## config.mk

```make
export PLATFORM = sky130hd
export DESIGN_NAME = ccppwm_top
export DESIGN_NICKNAME = d
export VERILOG_FILES = /design/src/shared/ccppwm_pkg.sv /design/src/core/ccppwm_axil.sv /design/src/core/ccppwm_presc.sv /design/src/core/ccppwm_top.sv
export SDC_FILE = /design/constraint.sdc
export NUM_CORES = 1
export LEC_CHECK = 0
export ABC_CLOCK_PERIOD_IN_PS = 2730
export CAP_MARGIN = 20
export CORE_MARGIN = 1.5
export CORE_UTILIZATION = 24
export CTS_CLUSTER_DIAMETER = 60
export CTS_CLUSTER_SIZE = 24
export DETAILED_ROUTE_END_ITERATION = 8
export DONT_BUFFER_PORTS = 1
export PLACE_DENSITY = 0.48
export SLEW_MARGIN = 0
export SYNTH_ARGS = -nofsm -noshare
export SYNTH_HDL_FRONTEND = slang
export SYNTH_HIERARCHICAL = 1
export SYNTH_SLANG_ARGS = --single-unit
```

## constraint.sdc

```tcl
create_clock -name aclk -period 2.73 [get_ports aclk]
set_input_delay 0.546 -clock aclk [delete_from_list [all_inputs] [get_ports aclk]]
set_output_delay 0.546 -clock aclk [all_outputs]
set_load 0.01 [all_outputs]
```

## src/shared/ccppwm_pkg.sv

```systemverilog
/*
  Package of the PWM unit: register map, field positions, reset values,
  mode decode and bus constants.
  Assumes the includer runs on a single system clock.
*/
package ccppwm_pkg;

  // Register byte offsets
  localparam logic [4:0] OFF_UNIT_CTRL = 5'h00;
  localparam logic [4:0] OFF_DUTY_HI = 5'h04;
  localparam logic [4:0] OFF_DUTY_SHD = 5'h08;
  localparam logic [4:0] OFF_PERIOD = 5'h0c;
  localparam logic [4:0] OFF_TMR_CTRL = 5'h10;
  localparam logic [4:0] OFF_TMR_CNT = 5'h14;
  localparam logic [4:0] OFF_FLAGS = 5'h18;
  localparam logic [4:0] OFF_PIN_CTRL = 5'h1c;

  // Field positions
  localparam int UC_MODE_LSB = 0;
  localparam int UC_DLOW_LSB = 4;
  localparam int TC_PS_LSB = 0;
  localparam int TC_RUN_BIT = 2;
  localparam int TC_POST_LSB = 3;
  localparam int FLG_TMR_BIT = 0;
  localparam int PIN_DIR_BIT = 0;

  // Values after reset
  localparam logic [7:0] RST_UNIT_CTRL = 8'h00;
  localparam logic [7:0] RST_DUTY = 8'h00;
  localparam logic [7:0] RST_PERIOD = 8'hff;
  localparam logic [7:0] RST_TMR_CTRL = 8'h00;
  localparam logic [7:0] RST_TMR_CNT = 8'h00;

  // Prescale encodings and counter end points
  localparam logic [1:0] PS_DIV1 = 2'h0;
  localparam logic [1:0] PS_DIV4 = 2'h1;
  localparam logic [1:0] PHASE_LAST = 2'h3;
  localparam logic [1:0] PC_LAST4 = 2'h3;
  localparam logic [3:0] PC_LAST16 = 4'hf;

  // Bus answers
  localparam logic [1:0] RESP_OKAY = 2'h0;
  localparam logic [1:0] RESP_SLVERR = 2'h2;

  typedef enum logic [3:0] {
    MD_OFF, MD_RSVD, MD_CMP_TOGGLE, MD_CAP_FALL, MD_CAP_RISE, MD_CAP_4,
    MD_CAP_16, MD_CMP_SET, MD_CMP_CLR, MD_CMP_SWI, MD_CMP_SPECIAL, MD_PWM
  } ccppwm_mode_t;

  // Mode field to operating mode
  function automatic ccppwm_mode_t ccppwm_decode(input logic [3:0] m);
    case (m)
      4'h0: return MD_OFF;
      4'h2: return MD_CMP_TOGGLE;
      4'h4: return MD_CAP_FALL;
      4'h5: return MD_CAP_RISE;
      4'h6: return MD_CAP_4;
      4'h7: return MD_CAP_16;
      4'h8: return MD_CMP_SET;
      4'h9: return MD_CMP_CLR;
      4'ha: return MD_CMP_SWI;
      4'hb: return MD_CMP_SPECIAL;
      4'hc, 4'hd, 4'he, 4'hf: return MD_PWM;
      default: return MD_RSVD;
    endcase
  endfunction

  // Eight aligned words from offset zero are mapped
  function automatic logic ccppwm_addr_ok(input logic [31:0] a);
    return (a[31:5] == 27'h0) && (a[1:0] == 2'h0);
  endfunction

endpackage

```

## src/core/ccppwm_axil.sv

```systemverilog
/*
  AXI4-Lite slave front end: one write and one read at a time,
  8-bit register strobes toward the core.
  Assumes the core answers rd_data combinationally from rd_addr.
*/
`timescale 1ns/1ps
`default_nettype none
module ccppwm_axil
  import ccppwm_pkg::*;
(
  // Clock and reset
  input wire logic aclk,
  input wire logic aresetn,
  // Write channels
  input wire logic [31:0] awaddr,
  input wire logic awvalid,
  output logic awready,
  input wire logic [31:0] wdata,
  input wire logic [3:0] wstrb,
  input wire logic wvalid,
  output logic wready,
  output logic [1:0] bresp,
  output logic bvalid,
  input wire logic bready,
  // Read channels
  input wire logic [31:0] araddr,
  input wire logic arvalid,
  output logic arready,
  output logic [31:0] rdata,
  output logic [1:0] rresp,
  output logic rvalid,
  input wire logic rready,
  // Core side
  output logic wr_en,
  output logic [4:0] wr_addr,
  output logic [7:0] wr_data,
  output logic [4:0] rd_addr,
  input wire logic [7:0] rd_data
);

  logic aw_rdy_ff, nxt_aw_rdy, w_rdy_ff, nxt_w_rdy, ar_rdy_ff, nxt_ar_rdy;
  logic bv_ff, nxt_bv, rv_ff, nxt_rv, wr_ff, nxt_wr, strb_ff, nxt_strb;
  logic [31:0] aw_ff, nxt_aw, rd_ff, nxt_rd;
  logic [7:0] wd_ff, nxt_wd;
  logic [1:0] br_ff, nxt_br, rr_ff, nxt_rr;

  // Address and data are held until both are in, then one strobe
  always_comb begin
    nxt_aw_rdy = aw_rdy_ff;
    nxt_w_rdy = w_rdy_ff;
    nxt_ar_rdy = ar_rdy_ff;
    nxt_bv = bv_ff;
    nxt_rv = rv_ff;
    nxt_aw = aw_ff;
    nxt_wd = wd_ff;
    nxt_strb = strb_ff;
    nxt_br = br_ff;
    nxt_rd = rd_ff;
    nxt_rr = rr_ff;
    nxt_wr = 1'b0;
    if (awvalid && aw_rdy_ff) begin
      nxt_aw_rdy = 1'b0;
      nxt_aw = awaddr;
    end
    if (wvalid && w_rdy_ff) begin
      nxt_w_rdy = 1'b0;
      nxt_wd = wdata[7:0];
      nxt_strb = wstrb[0];
    end
    if (!aw_rdy_ff && !w_rdy_ff && !bv_ff) begin
      nxt_bv = 1'b1;
      nxt_wr = strb_ff & ccppwm_addr_ok(aw_ff);
      nxt_br = ccppwm_addr_ok(aw_ff) ? RESP_OKAY : RESP_SLVERR;
    end
    if (bv_ff && bready) begin
      nxt_bv = 1'b0;
      nxt_aw_rdy = 1'b1;
      nxt_w_rdy = 1'b1;
    end
    // Read answers the cycle after the address is taken
    if (arvalid && ar_rdy_ff) begin
      nxt_ar_rdy = 1'b0;
      nxt_rv = 1'b1;
      nxt_rd = ccppwm_addr_ok(araddr) ? {24'h0, rd_data} : 32'h0;
      nxt_rr = ccppwm_addr_ok(araddr) ? RESP_OKAY : RESP_SLVERR;
    end
    if (rv_ff && rready) begin
      nxt_rv = 1'b0;
      nxt_ar_rdy = 1'b1;
    end
  end

  always_ff @(posedge aclk) begin
    if (!aresetn) begin
      aw_rdy_ff <= 1'b1;
      w_rdy_ff <= 1'b1;
      ar_rdy_ff <= 1'b1;
      bv_ff <= 1'b0;
      rv_ff <= 1'b0;
      wr_ff <= 1'b0;
      strb_ff <= 1'b0;
      aw_ff <= 32'h0;
      wd_ff <= 8'h00;
      br_ff <= RESP_OKAY;
      rd_ff <= 32'h0;
      rr_ff <= RESP_OKAY;
    end else begin
      aw_rdy_ff <= nxt_aw_rdy;
      w_rdy_ff <= nxt_w_rdy;
      ar_rdy_ff <= nxt_ar_rdy;
      bv_ff <= nxt_bv;
      rv_ff <= nxt_rv;
      wr_ff <= nxt_wr;
      strb_ff <= nxt_strb;
      aw_ff <= nxt_aw;
      wd_ff <= nxt_wd;
      br_ff <= nxt_br;
      rd_ff <= nxt_rd;
      rr_ff <= nxt_rr;
    end
  end

  assign awready = aw_rdy_ff;
  assign wready = w_rdy_ff;
  assign arready = ar_rdy_ff;
  assign bvalid = bv_ff;
  assign bresp = br_ff;
  assign rvalid = rv_ff;
  assign rresp = rr_ff;
  assign rdata = rd_ff;
  assign wr_en = wr_ff;
  assign wr_addr = aw_ff[4:0];
  assign wr_data = wd_ff;
  assign rd_addr = araddr[4:0];

endmodule
`default_nettype wire

```

## src/core/ccppwm_presc.sv

```systemverilog
/*
  Clock phase counter and timer prescaler; yields the timer increment
  pulse and the two low bits of the 10-bit time base.
  Assumes run and clr are synchronous to aclk.
*/
`timescale 1ns/1ps
`default_nettype none
module ccppwm_presc
  import ccppwm_pkg::*;
(
  // Clock and reset
  input wire logic aclk,
  input wire logic aresetn,
  // Control
  input wire logic run,
  input wire logic clr,
  input wire logic [1:0] ps_sel,
  // Time base
  output logic tick,
  output logic [1:0] low2
);

  logic [1:0] q_ff, nxt_q;
  logic [3:0] pc_ff, nxt_pc;
  logic pc_last;

  // Phase counts four clocks, prescaler counts phase wraps
  always_comb begin
    pc_last = (ps_sel == PS_DIV1) ? 1'b1 :
              (ps_sel == PS_DIV4) ? (pc_ff[1:0] == PC_LAST4) :
              (pc_ff == PC_LAST16);
    nxt_q = q_ff;
    nxt_pc = pc_ff;
    if (clr) begin
      nxt_q = 2'h0;
      nxt_pc = 4'h0;
    end else if (run) begin
      nxt_q = q_ff + 2'h1;
      if (q_ff == PHASE_LAST) begin
        nxt_pc = pc_last ? 4'h0 : pc_ff + 4'h1;
      end
    end
    tick = run & ~clr & (q_ff == PHASE_LAST) & pc_last;
    // Clock phase at 1:1, prescaler's low two bits at 1:4, its top two bits at 1:16
    low2 = (ps_sel == PS_DIV1) ? q_ff :
           (ps_sel == PS_DIV4) ? pc_ff[1:0] : pc_ff[3:2];
  end

  always_ff @(posedge aclk) begin
    if (!aresetn) begin
      q_ff <= 2'h0;
      pc_ff <= 4'h0;
    end else begin
      q_ff <= nxt_q;
      pc_ff <= nxt_pc;
    end
  end

endmodule
`default_nettype wire

```

## src/core/ccppwm_top.sv

```systemverilog
/*
  Standard PWM unit: period timer with prescaler, double-buffered
  10-bit duty, output pin and its direction, AXI4-Lite registers.
  Assumes one 40 MHz system clock; sleep_req is synchronous to it.
*/
// The implementer's own choices: the address map and register access over AXI4-Lite.
// What this block does
// - timer clears after matching the period value
// - period start sets pin unless duty zero
// - period start copies duty into shadow latches
// - duty is eight high plus two low bits
// - duty writes take effect next period
// - shadow duty read-only while in PWM
// - time base low bits from phase or prescaler
// - time base equal to duty clears pin
// - period is (limit+1) times 4 times prescale
// - prescaler divides by 1, 4 or 16
// - postscaler never affects the PWM period
// - duty above period leaves pin unchanged
// - sleep freezes timer, state and pin
// - reset restores registers, pin becomes input
// - mode 0000 off and resets, 11xx PWM
// - compare codes only decoded to a mode, no pin action
// - code 1011 only decoded as the special event mode
// - capture codes only decoded to a mode, nothing captured
`timescale 1ns/1ps
`default_nettype none
module ccppwm_top
  import ccppwm_pkg::*;
(
  // Clock and reset
  input wire logic aclk,
  input wire logic aresetn,
  // AXI4-Lite write
  input wire logic [31:0] awaddr,
  input wire logic awvalid,
  output logic awready,
  input wire logic [31:0] wdata,
  input wire logic [3:0] wstrb,
  input wire logic wvalid,
  output logic wready,
  output logic [1:0] bresp,
  output logic bvalid,
  input wire logic bready,
  // AXI4-Lite read
  input wire logic [31:0] araddr,
  input wire logic arvalid,
  output logic arready,
  output logic [31:0] rdata,
  output logic [1:0] rresp,
  output logic rvalid,
  input wire logic rready,
  // Power state
  input wire logic sleep_req,
  // Output pin
  output logic pwm_output_pin,
  output logic pwm_output_oe
);

  // Register strobes from the bus
  logic wr_en;
  logic [4:0] wr_addr;
  logic [7:0] wr_data;
  logic [4:0] rd_addr;
  logic [7:0] rd_data;

  ccppwm_axil u_bus (
    .aclk(aclk),
    .aresetn(aresetn),
    .awaddr(awaddr),
    .awvalid(awvalid),
    .awready(awready),
    .wdata(wdata),
    .wstrb(wstrb),
    .wvalid(wvalid),
    .wready(wready),
    .bresp(bresp),
    .bvalid(bvalid),
    .bready(bready),
    .araddr(araddr),
    .arvalid(arvalid),
    .arready(arready),
    .rdata(rdata),
    .rresp(rresp),
    .rvalid(rvalid),
    .rready(rready),
    .wr_en(wr_en),
    .wr_addr(wr_addr),
    .wr_data(wr_data),
    .rd_addr(rd_addr),
    .rd_data(rd_data)
  );

  // Software-visible state
  logic [3:0] mode_ff, nxt_mode;
  logic [1:0] dlow_ff, nxt_dlow;
  logic [7:0] dhw_ff, nxt_dhw;
  logic [7:0] per_ff, nxt_per;
  logic [3:0] post_ff, nxt_post;
  logic [1:0] ps_ff, nxt_ps;
  logic run_ff, nxt_run;
  logic oe_ff, nxt_oe;
  logic tflag_ff, nxt_tflag;

  // Period and duty state
  logic [7:0] tmr_ff, nxt_tmr;
  logic [7:0] shd_ff, nxt_shd;
  logic [1:0] dlat_ff, nxt_dlat;
  logic lvl_ff, nxt_lvl;
  logic bnd_q_ff, nxt_bnd;

  // Decoded controls
  ccppwm_mode_t mode_dec;
  logic wr_uc, wr_dh, wr_shd, wr_per, wr_tc, wr_tcnt, wr_flg, wr_pin;
  logic pwm_on, unit_off, advance, presc_clr, tick, boundary, match;
  logic [1:0] low2;
  logic [9:0] tbase, duty_lat, duty_req;

  assign wr_uc = wr_en && (wr_addr == OFF_UNIT_CTRL);
  assign wr_dh = wr_en && (wr_addr == OFF_DUTY_HI);
  assign wr_shd = wr_en && (wr_addr == OFF_DUTY_SHD);
  assign wr_per = wr_en && (wr_addr == OFF_PERIOD);
  assign wr_tc = wr_en && (wr_addr == OFF_TMR_CTRL);
  assign wr_tcnt = wr_en && (wr_addr == OFF_TMR_CNT);
  assign wr_flg = wr_en && (wr_addr == OFF_FLAGS);
  assign wr_pin = wr_en && (wr_addr == OFF_PIN_CTRL);

  // Mode decode; capture and compare codes only name their mode here
  assign mode_dec = ccppwm_decode(mode_ff);
  assign pwm_on = (mode_dec == MD_PWM);
  assign unit_off = (mode_dec == MD_OFF);
  // Sleep gates the prescaler and the duty match, so timer and pin hold; bus register writes still take effect
  assign advance = run_ff & ~sleep_req;
  assign presc_clr = wr_tc | wr_tcnt;

  ccppwm_presc u_presc (
    .aclk(aclk),
    .aresetn(aresetn),
    .run(advance),
    .clr(presc_clr),
    .ps_sel(ps_ff),
    .tick(tick),
    .low2(low2)
  );

  // Time base and duty compare
  assign boundary = tick && (tmr_ff == per_ff);
  assign tbase = {tmr_ff, low2};
  assign duty_lat = {shd_ff, dlat_ff};
  assign duty_req = {dhw_ff, dlow_ff};
  // A duty above the period never matches, pin keeps its level
  assign match = advance && (tbase == duty_lat);

  // Register writes; flag set wins over a same-cycle clear
  always_comb begin
    nxt_mode = mode_ff;
    nxt_dlow = dlow_ff;
    nxt_dhw = dhw_ff;
    nxt_per = per_ff;
    nxt_post = post_ff;
    nxt_ps = ps_ff;
    nxt_run = run_ff;
    nxt_oe = oe_ff;
    nxt_tflag = tflag_ff;
    if (wr_uc) begin
      nxt_mode = wr_data[UC_MODE_LSB +: 4];
      nxt_dlow = wr_data[UC_DLOW_LSB +: 2];
    end
    if (wr_dh) begin
      nxt_dhw = wr_data;
    end
    if (wr_per) begin
      nxt_per = wr_data;
    end
    if (wr_tc) begin
      nxt_ps = wr_data[TC_PS_LSB +: 2];
      nxt_run = wr_data[TC_RUN_BIT];
      // Stored for software only, never feeds the period logic
      nxt_post = wr_data[TC_POST_LSB +: 4];
    end
    if (wr_pin) begin
      nxt_oe = ~wr_data[PIN_DIR_BIT];
    end
    if (wr_flg && wr_data[FLG_TMR_BIT]) begin
      nxt_tflag = 1'b0;
    end
    if (boundary) begin
      nxt_tflag = 1'b1;
    end
  end

  // Any reset: registers to defaults, pin back to input
  always_ff @(posedge aclk) begin
    if (!aresetn) begin
      mode_ff <= RST_UNIT_CTRL[UC_MODE_LSB +: 4];
      dlow_ff <= RST_UNIT_CTRL[UC_DLOW_LSB +: 2];
      dhw_ff <= RST_DUTY;
      per_ff <= RST_PERIOD;
      post_ff <= RST_TMR_CTRL[TC_POST_LSB +: 4];
      ps_ff <= RST_TMR_CTRL[TC_PS_LSB +: 2];
      run_ff <= RST_TMR_CTRL[TC_RUN_BIT];
      oe_ff <= 1'b0;
      tflag_ff <= 1'b0;
    end else begin
      mode_ff <= nxt_mode;
      dlow_ff <= nxt_dlow;
      dhw_ff <= nxt_dhw;
      per_ff <= nxt_per;
      post_ff <= nxt_post;
      ps_ff <= nxt_ps;
      run_ff <= nxt_run;
      oe_ff <= nxt_oe;
      tflag_ff <= nxt_tflag;
    end
  end

  // Timer, shadow duty and pin level
  always_comb begin
    nxt_tmr = tmr_ff;
    nxt_shd = shd_ff;
    nxt_dlat = dlat_ff;
    nxt_lvl = lvl_ff;
    // Period start, delayed one clock; held through sleep so it is not lost
    nxt_bnd = sleep_req ? bnd_q_ff : boundary;
    if (boundary) begin
      nxt_tmr = 8'h00;
    end else if (tick) begin
      nxt_tmr = tmr_ff + 8'h01;
    end
    if (wr_tcnt) begin
      nxt_tmr = wr_data;
    end
    if (unit_off) begin
      nxt_shd = RST_DUTY;
      nxt_dlat = 2'h0;
      nxt_lvl = 1'b0;
    end else if (pwm_on) begin
      // Double buffer: new duty only at the period start
      if (boundary) begin
        nxt_shd = dhw_ff;
        nxt_dlat = dlow_ff;
      end
      // Set one clock late so both pin edges lag the time base alike
      if (match) begin
        nxt_lvl = 1'b0;
      end else if (bnd_q_ff && !sleep_req) begin
        nxt_lvl = (duty_lat != 10'h000);
      end
    end else begin
      // Shadow belongs to software only outside PWM
      if (wr_shd) begin
        nxt_shd = wr_data;
      end
      nxt_lvl = 1'b0;
    end
  end

  always_ff @(posedge aclk) begin
    if (!aresetn) begin
      tmr_ff <= RST_TMR_CNT;
      shd_ff <= RST_DUTY;
      dlat_ff <= 2'h0;
      lvl_ff <= 1'b0;
      bnd_q_ff <= 1'b0;
    end else begin
      tmr_ff <= nxt_tmr;
      shd_ff <= nxt_shd;
      dlat_ff <= nxt_dlat;
      lvl_ff <= nxt_lvl;
      bnd_q_ff <= nxt_bnd;
    end
  end

  assign pwm_output_pin = lvl_ff;
  assign pwm_output_oe = oe_ff;

  // Register read mux, unused bits read zero
  always_comb begin
    case (rd_addr)
      OFF_UNIT_CTRL: rd_data = {2'h0, dlow_ff, mode_ff};
      OFF_DUTY_HI: rd_data = dhw_ff;
      OFF_DUTY_SHD: rd_data = shd_ff;
      OFF_PERIOD: rd_data = per_ff;
      OFF_TMR_CTRL: rd_data = {1'b0, post_ff, run_ff, ps_ff};
      OFF_TMR_CNT: rd_data = tmr_ff;
      OFF_FLAGS: rd_data = {4'(mode_dec), 3'h0, tflag_ff};
      OFF_PIN_CTRL: rd_data = {7'h00, ~oe_ff};
      default: rd_data = 8'h00;
    endcase
  end

  // Check helper: cycles since last period start, no disturbance
  logic [14:0] pcnt_ff, nxt_pcnt, per_len;
  logic clean_ff, nxt_clean;

  always_comb begin
    per_len = ({7'h00, per_ff} + 15'h0001) <<
              ((ps_ff == PS_DIV1) ? 2 : (ps_ff == PS_DIV4) ? 4 : 6);
    nxt_pcnt = boundary ? 15'h0000 : pcnt_ff + 15'h0001;
    nxt_clean = clean_ff;
    if (boundary) begin
      nxt_clean = 1'b1;
    end
    if (wr_en || !advance) begin
      nxt_clean = 1'b0;
    end
  end

  always_ff @(posedge aclk) begin
    if (!aresetn) begin
      pcnt_ff <= 15'h0000;
      clean_ff <= 1'b0;
    end else begin
      pcnt_ff <= nxt_pcnt;
      clean_ff <= nxt_clean;
    end
  end
endmodule
`default_nettype wire

```

==> reports/metrics.yaml, run 1 <==
clock_tree:
  hold_buffers: 0
  cts_max_level: 4
  worst_skew_pair.late_latency_ns: 0.42
  clock_sinks: 118
  cts_tree: "done"
  cts.path.max_buffers: 2
  root_buffer: "clkbuf_16"
  clk_pin_slew_ns: 0.05
  post_cts_buffers: 0
  cts_resized: 0
  cts_buffers: 17
yosys:
  ys.flop_type: "dfxtp_1"
  yosys_warnings: 6
  ys_seq_elements: 118
  seq_area_frac_synth: 0.3830
  synth.avg_cell_area_um2: 8.850
  syn_inst: 697
  synth.cell_area_um2: 6168
  synth_edf_count: 0
  yosysUniqueCellTypes: 66
  async_flop_share: 0
sta:
  worst_pin_slew_ns: 0.7360
  finalMaxSlewViolations: 0
  setup_viol: 0
  rsz0062_at_grt: "no"
  fin_worst_skew_ns: 0.005629
  fin_crit_sh: 0.8578
  fin_setup_tns_ns: 0
  hold_violations: 0
  max_freq_mhz: 427.0
  period_needed_ns: 2.342
  slew_headroom: 0.5055
die:
  die_w_um: 163.3
  start_util: 0.2450
  die_h_um: 163.3
  die-area_um2: 26670
  core_um2: 25180
  pin_count: 151
  rows: 58
global_routing:
  grt_antenna_before_repair: 0
  grt_overflow: 0
  grt_use_total: 0.1299
  grt_pass1_wl_mm: 26.36
  grt_pass1_vias: 4542
  grt_max_degree: 112
final_layout:
  syn_to_final_growth_pct: 12.78
  fin_nets: 804
  layout_common_cells: "nand2_1 (119), dfxtp_1 (118), a21boi_0 (55), nand3_1 (39), mux2i_1 (38)"
  final_common_cell: "nand2_1"
  design_area_um2: 6957
  n_antenna_cell: 0
  drive_gt1_frac: 0.1257
placed_design:
  dpl_cell_area_um2: 6354
  portBuffers: 0
  dp_hpwl_mm: 12.09
  routabilityCongestion: 0.8318
worst_setup_path:
  worstSetupStartpoint: "u_presc/q_ff[0]"
  crit_arrival_ns: 2.70
  path_max_fanout: 5
  cp.required_ns: 3.09
  critPathLaunchType: "register"
  end_kind: "register"
  critPathKind: "reg2reg"
  r2r_start: "u_presc/q_ff[0]"
power:
  leakage_nw: 2.533
  ir_worst_vdd_v: 0.0002886
  power_density_nw_per_um2: 620.9
job:
  cap_violations: 0
routing:
  wl_per_cell_um: 16.42
  drc: 0
  via_count: 4867
  wl_mm: 16.91
  drtAntennaViolNets: 0
  drtIter0Drc: 349
  drt-vias-per-instance: 4.725
  dr.pass1.iters: 6
min_path:
  hold_start: "aresetn"
  min_path_type: "in2reg"
status:
  outcome: "finished, final reports clean"
==> metrics by stage <==
step	hold WS, ns	util	total power, W	worst slack (ns)	std cells
floorplan	0.4155	-	0.002039	0.5675	722
CTS	0.1971	0.2763	0.004369	0.3502	1030
detailed placement	0.4569	0.2523	0.002027	0.3277	1000
global placement	0.4510	0.2523	0.002025	0.3370	1000
finish	0.2017	0.2763	0.004320	0.3882	1030
global route	0.1841	0.2763	0.004485	0.1852	1030
==> cell usage after synthesis, types with 9 or more instances <==
library cell | instances | area, µm²
dfxtp_1 | 118 | 2362
buf_4 | 41 | 307.8
nor2b_1 | 19 | 118.9
xnor2_1 | 20 | 175.2
o41ai_1 | 10 | 87.58
clkbuf_1 | 18 | 67.56
buf_2 | 9 | 45.04
nand2_1 | 119 | 446.7
nor3_1 | 15 | 75.07
a22oi_1 | 15 | 112.6
nor4_1 | 11 | 68.82
o21ai_0 | 26 | 130.1
inv_1 | 12 | 45.04
a21boi_0 | 55 | 412.9
nor2_1 | 17 | 63.81
mux2i_1 | 38 | 380.4
nand3_1 | 39 | 195.2
nor4_2 | 9 | 112.6
==> worst max-delay path, cell delays in order, from the launching register on <==
cell     delay, ns
dfxtp_1       0.38
ha_1          0.28
nand2_2       0.13
nor3_1        0.45
inv_1         0.18
or4_1         0.55
o21ai_1       0.13
o221a_2       0.18
==> metal layers <==
| metal | track usage | vias to the layer above | wire length (µm) |
|---|---|---|---|
| met5 | 0 | - | 0 |
| met4 | 0.03878 | 0 | 218 |
| met3 | 0.03784 | 17 | 963 |
| met2 | 0.1936 | 136 | 7480 |
| met1 | 0.1793 | 2302 | 8245 |
| li1 | - | 2412 | - |
==> sequential cells by signal (all words and copies together), names as in the netlist, 8 cells and up <==
register and cells:
u_bus/rdata 8, tmr_ff 8, per_ff 8, dhw_ff 8, u_bus/aw_ff 32, u_bus/wr_data 8, shd_ff 8
==> cell type report <==
class	instances	area, µm²
clock buffers	21	450.4
clock inverters	9	152.6
fillers	2737	18230
inverters	12	45.04
multi-input cells	517	3361
flip-flops and latches	118	2362
well taps	330	412.9
repair buffers	23	172.7
==> power breakdown <==
| group | switching, W | internal [W] | total (W) |
|---|---|---|---|
| logic | 0.000101 | 0.0000683 | 0.000169 |
| clock network | 0.000795 | 0.00154 | 0.00233 |
| registers | 0.0000534 | 0.00177 | 0.00182 |
| total | 0.000950 | 0.00337 | 0.00432 |
==> worst paths after layout <==
path | cells after the start | slack, ns | to
worst max-delay path | 7 | 0.39 | tmr_ff[7]
worst max register to register | 7 | 0.39 | tmr_ff[7]
worst min register to register | 2 | 0.46 | u_bus/aw_ff[11]
worst min-delay path | 1 | 0.20 | per_ff[7]
==> kinds of logic (layout without fill, tap and decap cells) <==
group	after synthesis	after routing	share of synthesized area
and+or+nand+nor	281	281	0.2501
AOI/OAI and AO/OA	141	141	0.1673
DFF	118	118	0.3830
buffers and inverters	87	65	0.08864
muxes	39	39	0.06349
xor gates and xnor gates	23	23	0.03266
adders and majority gates	7	7	0.01420
other	1	26	0.0006079
(Power assumes the default switching activity.)
==> inputs of run 2 (changes only) <==
--- a/config.mk
+++ b/config.mk
@@ -6,14 +6,14 @@
 export NUM_CORES = 1
 export LEC_CHECK = 0
 export ABC_CLOCK_PERIOD_IN_PS = 2730
+export BUFFER_PORTS_ARGS = -buffer_cell sky130_fd_sc_hd__buf_4
 export CAP_MARGIN = 20
 export CORE_MARGIN = 1.5
 export CORE_UTILIZATION = 24
 export CTS_CLUSTER_DIAMETER = 60
 export CTS_CLUSTER_SIZE = 24
 export DETAILED_ROUTE_END_ITERATION = 8
-export DONT_BUFFER_PORTS = 1
-export PLACE_DENSITY = 0.48
+export PLACE_DENSITY = 0.53
 export SLEW_MARGIN = 0
 export SYNTH_ARGS = -nofsm -noshare
 export SYNTH_HDL_FRONTEND = slang
==> reports/metrics.yaml, run 2 (synthesis results as in run 1) <==
status:
  outcome: "finished, final reports clean"  # unchanged
routing:
  drt-vias-per-instance: 4.594  # was 4.725
  drtAntennaViolNets: 0  # unchanged
  met2WireLength_mm: 7.683  # was 7.480 mm
  drtIter0Drc: 298  # was 349
  wl_per_cell_um: 14.77  # was 16.42 µm
  drc: 0  # unchanged
  wl_met1_mm: 7.898  # was 8.245 mm
  wl_mm: 16.70  # was 16.91 mm
  top_layer_used: "met4"  # unchanged
  wl_met3_um: 850  # was 963 µm
  dr.pass1.iters: 8  # was 6
  via_count: 5191  # was 4867
worst_setup_path:
  critPathLaunchType: "register"  # unchanged
  end_kind: "register"  # unchanged
  r2r-end: "shd_ff[7]"  # was tmr_ff[7]
  critPathKind: "reg2reg"  # unchanged
  critPathTopFamily: "simple AND/OR/NAND/NOR gates"  # unchanged
  path_common_cell: "buf_4"
  crit_buf_inv: 2  # was 1
  crit_arrival_ns: 2.42  # was 2.70 ns
  max_stage_delay_ns: 0.43  # was 0.55 ns
  path_max_fanout: 18  # was 5
  r2r_start: "u_bus/aw_ff[0]"  # was u_presc/q_ff[0]
  crit_path_top_delay_cell: "dfxtp_1"  # was or4_1
  cp.required_ns: 3.01  # was 3.09 ns
  reg2reg_slack_ns: 0.60  # was 0.39 ns
  path_cells: "nor4b_4 > and2_1 > nor3_1 > buf_4 > nand2_1 > nor3_4 > buf_4 > o21ai_0 > nor3b_2"  # was ha_1 > nand2_2 > nor3_1 > inv_1 > or4_1 > o21ai_1 > o221a_2
  rr_worst_depth: 9  # was 7
clock_tree:
  cts.path.max_buffers: 2  # unchanged
  cts_buffers: 17  # unchanged
  post_cts_buffers: 0  # unchanged
  cts_tree: "done"  # unchanged
  cts_max_level: 4  # unchanged
  clk_pin_slew_ns: 0.06  # was 0.05 ns
  hold_buffers: 0  # unchanged
  clock_sinks: 118  # unchanged
  cts_resized: 0  # unchanged
  root_buffer: "clkbuf_16"  # unchanged
  worst_skew_pair.late_latency_ns: 0.43  # was 0.42 ns
placed_design:
  dpl_cell_area_um2: 7089  # was 6354 µm²
  placed_cells: 1098  # was 1000
  place_ws_ns: 0.3718  # was 0.3277 ns
  portBuffers: 97  # was 0
  dp_hpwl_mm: 12.38  # was 12.09 mm
  routabilityCongestion: 0.8056  # was 0.8318
die:
  start_util: 0.2450  # unchanged
  rows: 58  # unchanged
  die-area_um2: 26670  # unchanged
  die_h_um: 163.3  # unchanged
  pin_count: 151  # unchanged
  core_um2: 25180  # unchanged
  die_w_um: 163.3  # unchanged
global_routing:
  grt_pass1_wl_mm: 26.88  # was 26.36 mm
  grt_max_degree: 35  # was 112
  grt_pass1_vias: 5015  # was 4542
  grt_use_total: 0.1302  # was 0.1299
  grt_antenna_before_repair: 0  # unchanged
  grt_overflow: 0  # unchanged
sta:
  fin_crit_sh: 0.7817  # was 0.8578
  fin_setup_tns_ns: 0  # unchanged
  max_freq_mhz: 468.6  # was 427.0 MHz
  setup_viol: 0  # unchanged
  slew_headroom: 0.4127  # was 0.5055
  finalMaxSlewViolations: 0  # unchanged
  period_needed_ns: 2.134  # was 2.342 ns
  rsz0062_at_grt: "no"  # unchanged
  worst_slack_ns: 0.5960  # was 0.3882 ns
  worst_pin_slew_ns: 0.8714  # was 0.7360 ns
  hold_violations: 0  # unchanged
  fin_worst_skew_ns: 0.006460  # was 0.005629 ns
final_layout:
  regMostFlops: "u_bus/aw_ff"  # unchanged
  syn_to_final_growth_pct: 24.56  # was 12.78%
  design_area_um2: 7684  # was 6957 µm²
  fillers: 2682  # was 2737
  n_antenna_cell: 0  # unchanged
  drive_gt1_frac: 0.2375  # was 0.1257
  final_cells: 1130  # was 1030
  largest_reg_flops: 32  # unchanged
  fin_nets: 902  # was 804
  final_common_cell: "buf_4"  # was nand2_1
  layout_common_cells: "buf_4 (121), nand2_1 (119), dfxtp_1 (118), a21boi_0 (55), nand3_1 (39)"  # was nand2_1 (119), dfxtp_1 (118), a21boi_0 (55), nand3_1 (39), mux2i_1 (38)
power:
  leakage_nw: 3.013  # was 2.533 nW
  ir_worst_vdd_v: 0.0003742  # was 0.0002886 V
  total_power_w: 0.004389  # was 0.004320 W
  power_density_nw_per_um2: 571.2  # was 620.9 nW/µm²
min_path:
  hold_start: "awvalid"  # was aresetn
  hold_path_depth: 2  # was 1
  min_path_type: "in2reg"  # unchanged
  min_to: "u_bus/awready"  # was per_ff[7]
job:
  cap_violations: 0  # unchanged
[run 2: changes by cell type in the layout (fill, tap and decap cells not counted), moves of 2 or more]
cell,change
buf_4,+98
bufinv_16,-2
clkbuf_1,-2
clkinv_2,-2
clkinv_4,+3
inv_6,+6
[run 2: worst max-delay path by stage]
stage / from / endpoint / slack, ns / cells after the start
after floorplan: sleep_req / tmr_ff[7] / 0.57 / 8
after global placement: sleep_req / shd_ff[7] / 0.42 / 10
final: u_bus/aw_ff[0] / shd_ff[7] / 0.60 / 9
after CTS: u_bus/aw_ff[0] / shd_ff[7] / 0.59 / 9
after global routing: u_bus/aw_ff[0] / shd_ff[3] / 0.31 / 9
after detailed placement: sleep_req / shd_ff[7] / 0.37 / 10
[run 2: report_power, final]
group	internal [W]	switching, W
sequential	0.00176	0.0000467
clock	0.00137	0.000896
combinational	0.000153	0.000160
total	0.00329	0.00110
[run 2: per-stage QoR]
step           utilization  hold slack [ns]
2_1_floorplan            -           0.4155
3_3_place_gp        0.2815           0.4508
3_5_place_dp        0.2815           0.4560
4_1_cts             0.3051           0.3135
5_1_grt             0.3051           0.3188
6_report            0.3051           0.3271
[run 2: layout make-up]
cell class	count	area (µm²)	area share
clock buffers	18	429.2	0.05585
clock inverters	14	165.2	0.02149
inverters	12	45.04	0.005862
multi-input cells	517	3361	0.4374
flip-flops and latches	118	2362	0.3074
well taps	330	412.9	0.05374
repair buffers	121	908.4	0.1182
[run 2: per-layer routing]
layer	vias to the layer above	track usage
li1	2600	-
met1	2442	0.1754
met2	126	0.1974
met3	23	0.03504
met4	0	0.04837
met5	-	0
==> inputs of run 3 (changes only) <==
--- a/config.mk
+++ b/config.mk
@@ -5,7 +5,7 @@
 export SDC_FILE = /design/constraint.sdc
 export NUM_CORES = 1
 export LEC_CHECK = 0
-export ABC_CLOCK_PERIOD_IN_PS = 2730
+export ABC_CLOCK_PERIOD_IN_PS = 2100
 export BUFFER_PORTS_ARGS = -buffer_cell sky130_fd_sc_hd__buf_4
 export CAP_MARGIN = 20
 export CORE_MARGIN = 1.5
==> constraint.sdc (replaced) <==
create_clock -name aclk -period 2.1 [get_ports aclk]
set_input_delay 0.42 -clock aclk [delete_from_list [all_inputs] [get_ports aclk]]
set_output_delay 0.42 -clock aclk [all_outputs]
set_load 0.01 [all_outputs]
==> reports/metrics.yaml, run 3 (synthesis results as in run 1) <==
sta:
  fin_setup_tns_ns: 0  # unchanged
  worst_pin_slew_ns: 0.5811  # was 0.8714 ns
  rsz0062_at_grt: "no"  # unchanged
  fin_worst_skew_ns: 0.01062  # was 0.006460 ns
  fin_crit_sh: 0.9381  # was 0.7817
  finalMaxSlewViolations: 0  # unchanged
  period_needed_ns: 1.970  # was 2.134 ns
  slew_headroom: 0.6117  # was 0.4127
  hold_violations: 0  # unchanged
  worst_slack_ns: 0.1300  # was 0.5960 ns
  setup_viol: 0  # unchanged
  max_freq_mhz: 507.6  # was 468.6 MHz
die:
  start_util: 0.2450  # unchanged
  pin_count: 151  # unchanged
  die-area_um2: 26670  # unchanged
  rows: 58  # unchanged
  die_h_um: 163.3  # unchanged
  die_w_um: 163.3  # unchanged
  core_um2: 25180  # unchanged
worst_setup_path:
  critPathLaunchType: "register"  # unchanged
  path_max_fanout: 5  # was 18
  critPathTopFamily: "simple AND/OR/NAND/NOR gates"  # unchanged
  path_cells: "ha_1 > o21bai_1 > nand2_1 > nor3_4 > inv_1 > or4_1 > o21ai_1 > o221a_2"  # was nor4b_4 > and2_1 > nor3_1 > buf_4 > nand2_1 > nor3_4 > buf_4 > o21ai_0 > nor3b_2
  crit_path_top_delay_cell: "or4_1"  # was dfxtp_1
  crit_arrival_ns: 2.34  # was 2.42 ns
  max_stage_delay_ns: 0.51  # was 0.43 ns
  crit_buf_inv: 1  # was 2
  critPathKind: "reg2reg"  # unchanged
  end_kind: "register"  # unchanged
  cp.required_ns: 2.47  # was 3.01 ns
placed_design:
  dpl_cell_area_um2: 7347  # was 7089 µm²
  place_ws_ns: 0.007848  # was 0.3718 ns
  portBuffers: 97  # unchanged
  placed_cells: 1129  # was 1098
  routabilityCongestion: 0.8304  # was 0.8056
  dp_hpwl_mm: 12.89  # was 12.38 mm
final_layout:
  layout_common_cells: "buf_4 (149), nand2_1 (119), dfxtp_1 (118), a21boi_0 (54), nand3_1 (39)"  # was buf_4 (121), nand2_1 (119), dfxtp_1 (118), a21boi_0 (55), nand3_1 (39)
  fillers: 2641  # was 2682
  final_cells: 1161  # was 1130
  design_area_um2: 7936  # was 7684 µm²
  drive_gt1_frac: 0.2696  # was 0.2375
  syn_to_final_growth_pct: 28.66  # was 24.56%
  final_common_cell: "buf_4"  # unchanged
  regArea_um2: 2362  # unchanged
  n_antenna_cell: 0  # unchanged
  fin_nets: 933  # was 902
  largest_reg_flops: 32  # unchanged
  regMostFlops: "u_bus/aw_ff"  # unchanged
  multi_input_area_um2: 3373  # was 3361 µm²
min_path:
  min_path_type: "in2reg"  # unchanged
routing:
  drtIter0Drc: 381  # was 298
  drt-vias-per-instance: 4.612  # was 4.594
  dr.pass1.iters: 5  # was 8
  drc: 0  # unchanged
  wl_mm: 17.62  # was 16.70 mm
  via_count: 5354  # was 5191
  drtAntennaViolNets: 0  # unchanged
  wl_per_cell_um: 15.18  # was 14.77 µm
clock_tree:
  cts_tree: "done"  # unchanged
  clock_sinks: 118  # unchanged
  worst_skew_pair.late_latency_ns: 0.43  # about the same
  cts_max_level: 4  # unchanged
  post_cts_buffers: 0  # unchanged
  root_buffer: "clkbuf_16"  # unchanged
  cts.path.max_buffers: 2  # unchanged
  hold_buffers: 0  # unchanged
  clk_pin_slew_ns: 0.06  # about the same
  cts_buffers: 17  # unchanged
status:
  outcome: "finished, final reports clean"  # unchanged
global_routing:
  grt_use_total: 0.1356  # was 0.1302
  grt_overflow: 0  # unchanged
  grt_max_degree: 49  # was 35
  grt_antenna_before_repair: 0  # unchanged
  grt_pass1_vias: 5125  # was 5015
  grt_pass1_wl_mm: 27.79  # was 26.88 mm
power:
  leakage_nw: 3.174  # was 3.013 nW
  ir_worst_vdd_v: 0.0004456  # was 0.0003742 V
  power_density_nw_per_um2: 707.5  # was 571.2 nW/µm²
job:
  cap_violations: 0  # unchanged
run 3: cell count changes in the layout (fill, tap and decap cells not counted), moves of 2 or more:
cell / delta
inv_8: +3
buf_4: +28
bufinv_16: -2
buf_12: +2
run 3: final cells by class:
class / count / area share
Clock buffer: 17 / 0.05360
Timing Repair Buffer: 152 / 0.1474
Inverter: 12 / 0.005676
Clock inverter: 15 / 0.01860
Sequential cell: 118 / 0.2977
Tap cell: 330 / 0.05203
Multi-Input combinational cell: 517 / 0.4250
run 3: per-stage QoR:
| step | utilization | hold slack, ns | total power, W |
|---|---|---|---|
| floorplan | - | 0.4155 | 0.002650 |
| global placement | 0.2918 | 0.4509 | 0.002836 |
| detailed placement | 0.2918 | 0.4560 | 0.002838 |
| CTS | 0.3145 | 0.1782 | 0.005681 |
| global route | 0.3152 | 0.1933 | 0.005865 |
| finish | 0.3152 | 0.1940 | 0.005615 |
run 3: final timing paths:
kind | startpoint | endpoint | slack [ns] | cells past startpoint
hold reg to reg | u_bus/aw_ff[29] | u_bus/aw_ff[29] | 0.46 | 2
hold / removal | awvalid | u_bus/awready | 0.19 | 2
setup / recovery | u_presc/pc_ff[0] | tmr_ff[7] | 0.13 | 8
setup reg to reg | u_presc/pc_ff[0] | tmr_ff[7] | 0.13 | 8
run 3: what timing repair did:
| action | 4_1_cts | 5_1_grt |
|---|---|---|
| hold endpoints to repair | 0 | 0 |
| endpoints found under the setup margin | 0 | 14 |
| resized for setup | 0 | 5 |
run 3: worst reg2reg max path: cells and delay by family, from the launching register on:
kind	cells	cell delay (ns)
AO/OA/AOI/OAI	3	0.47
adder cells (fa/ha/maj)	1	0.18
buffers and inverters	1	0.12
flip-flops	1	0.35
AND/OR/NAND/NOR	3	0.81
run 3: power by group:
group	switching [W]	internal (W)
registers	0.0000430	0.00229
logic	0.000235	0.000215
clock network	0.00125	0.00158
total	0.00153	0.00409
run 3: per-layer routing:
layer  vias up  GRT usage  routed length (µm)
li1       2658          -                   -
met1      2520     0.1886                8464
met2       153     0.2059                8030
met3        23    0.03301                 886
met4         0    0.03962                 240
met5         -          0                   0
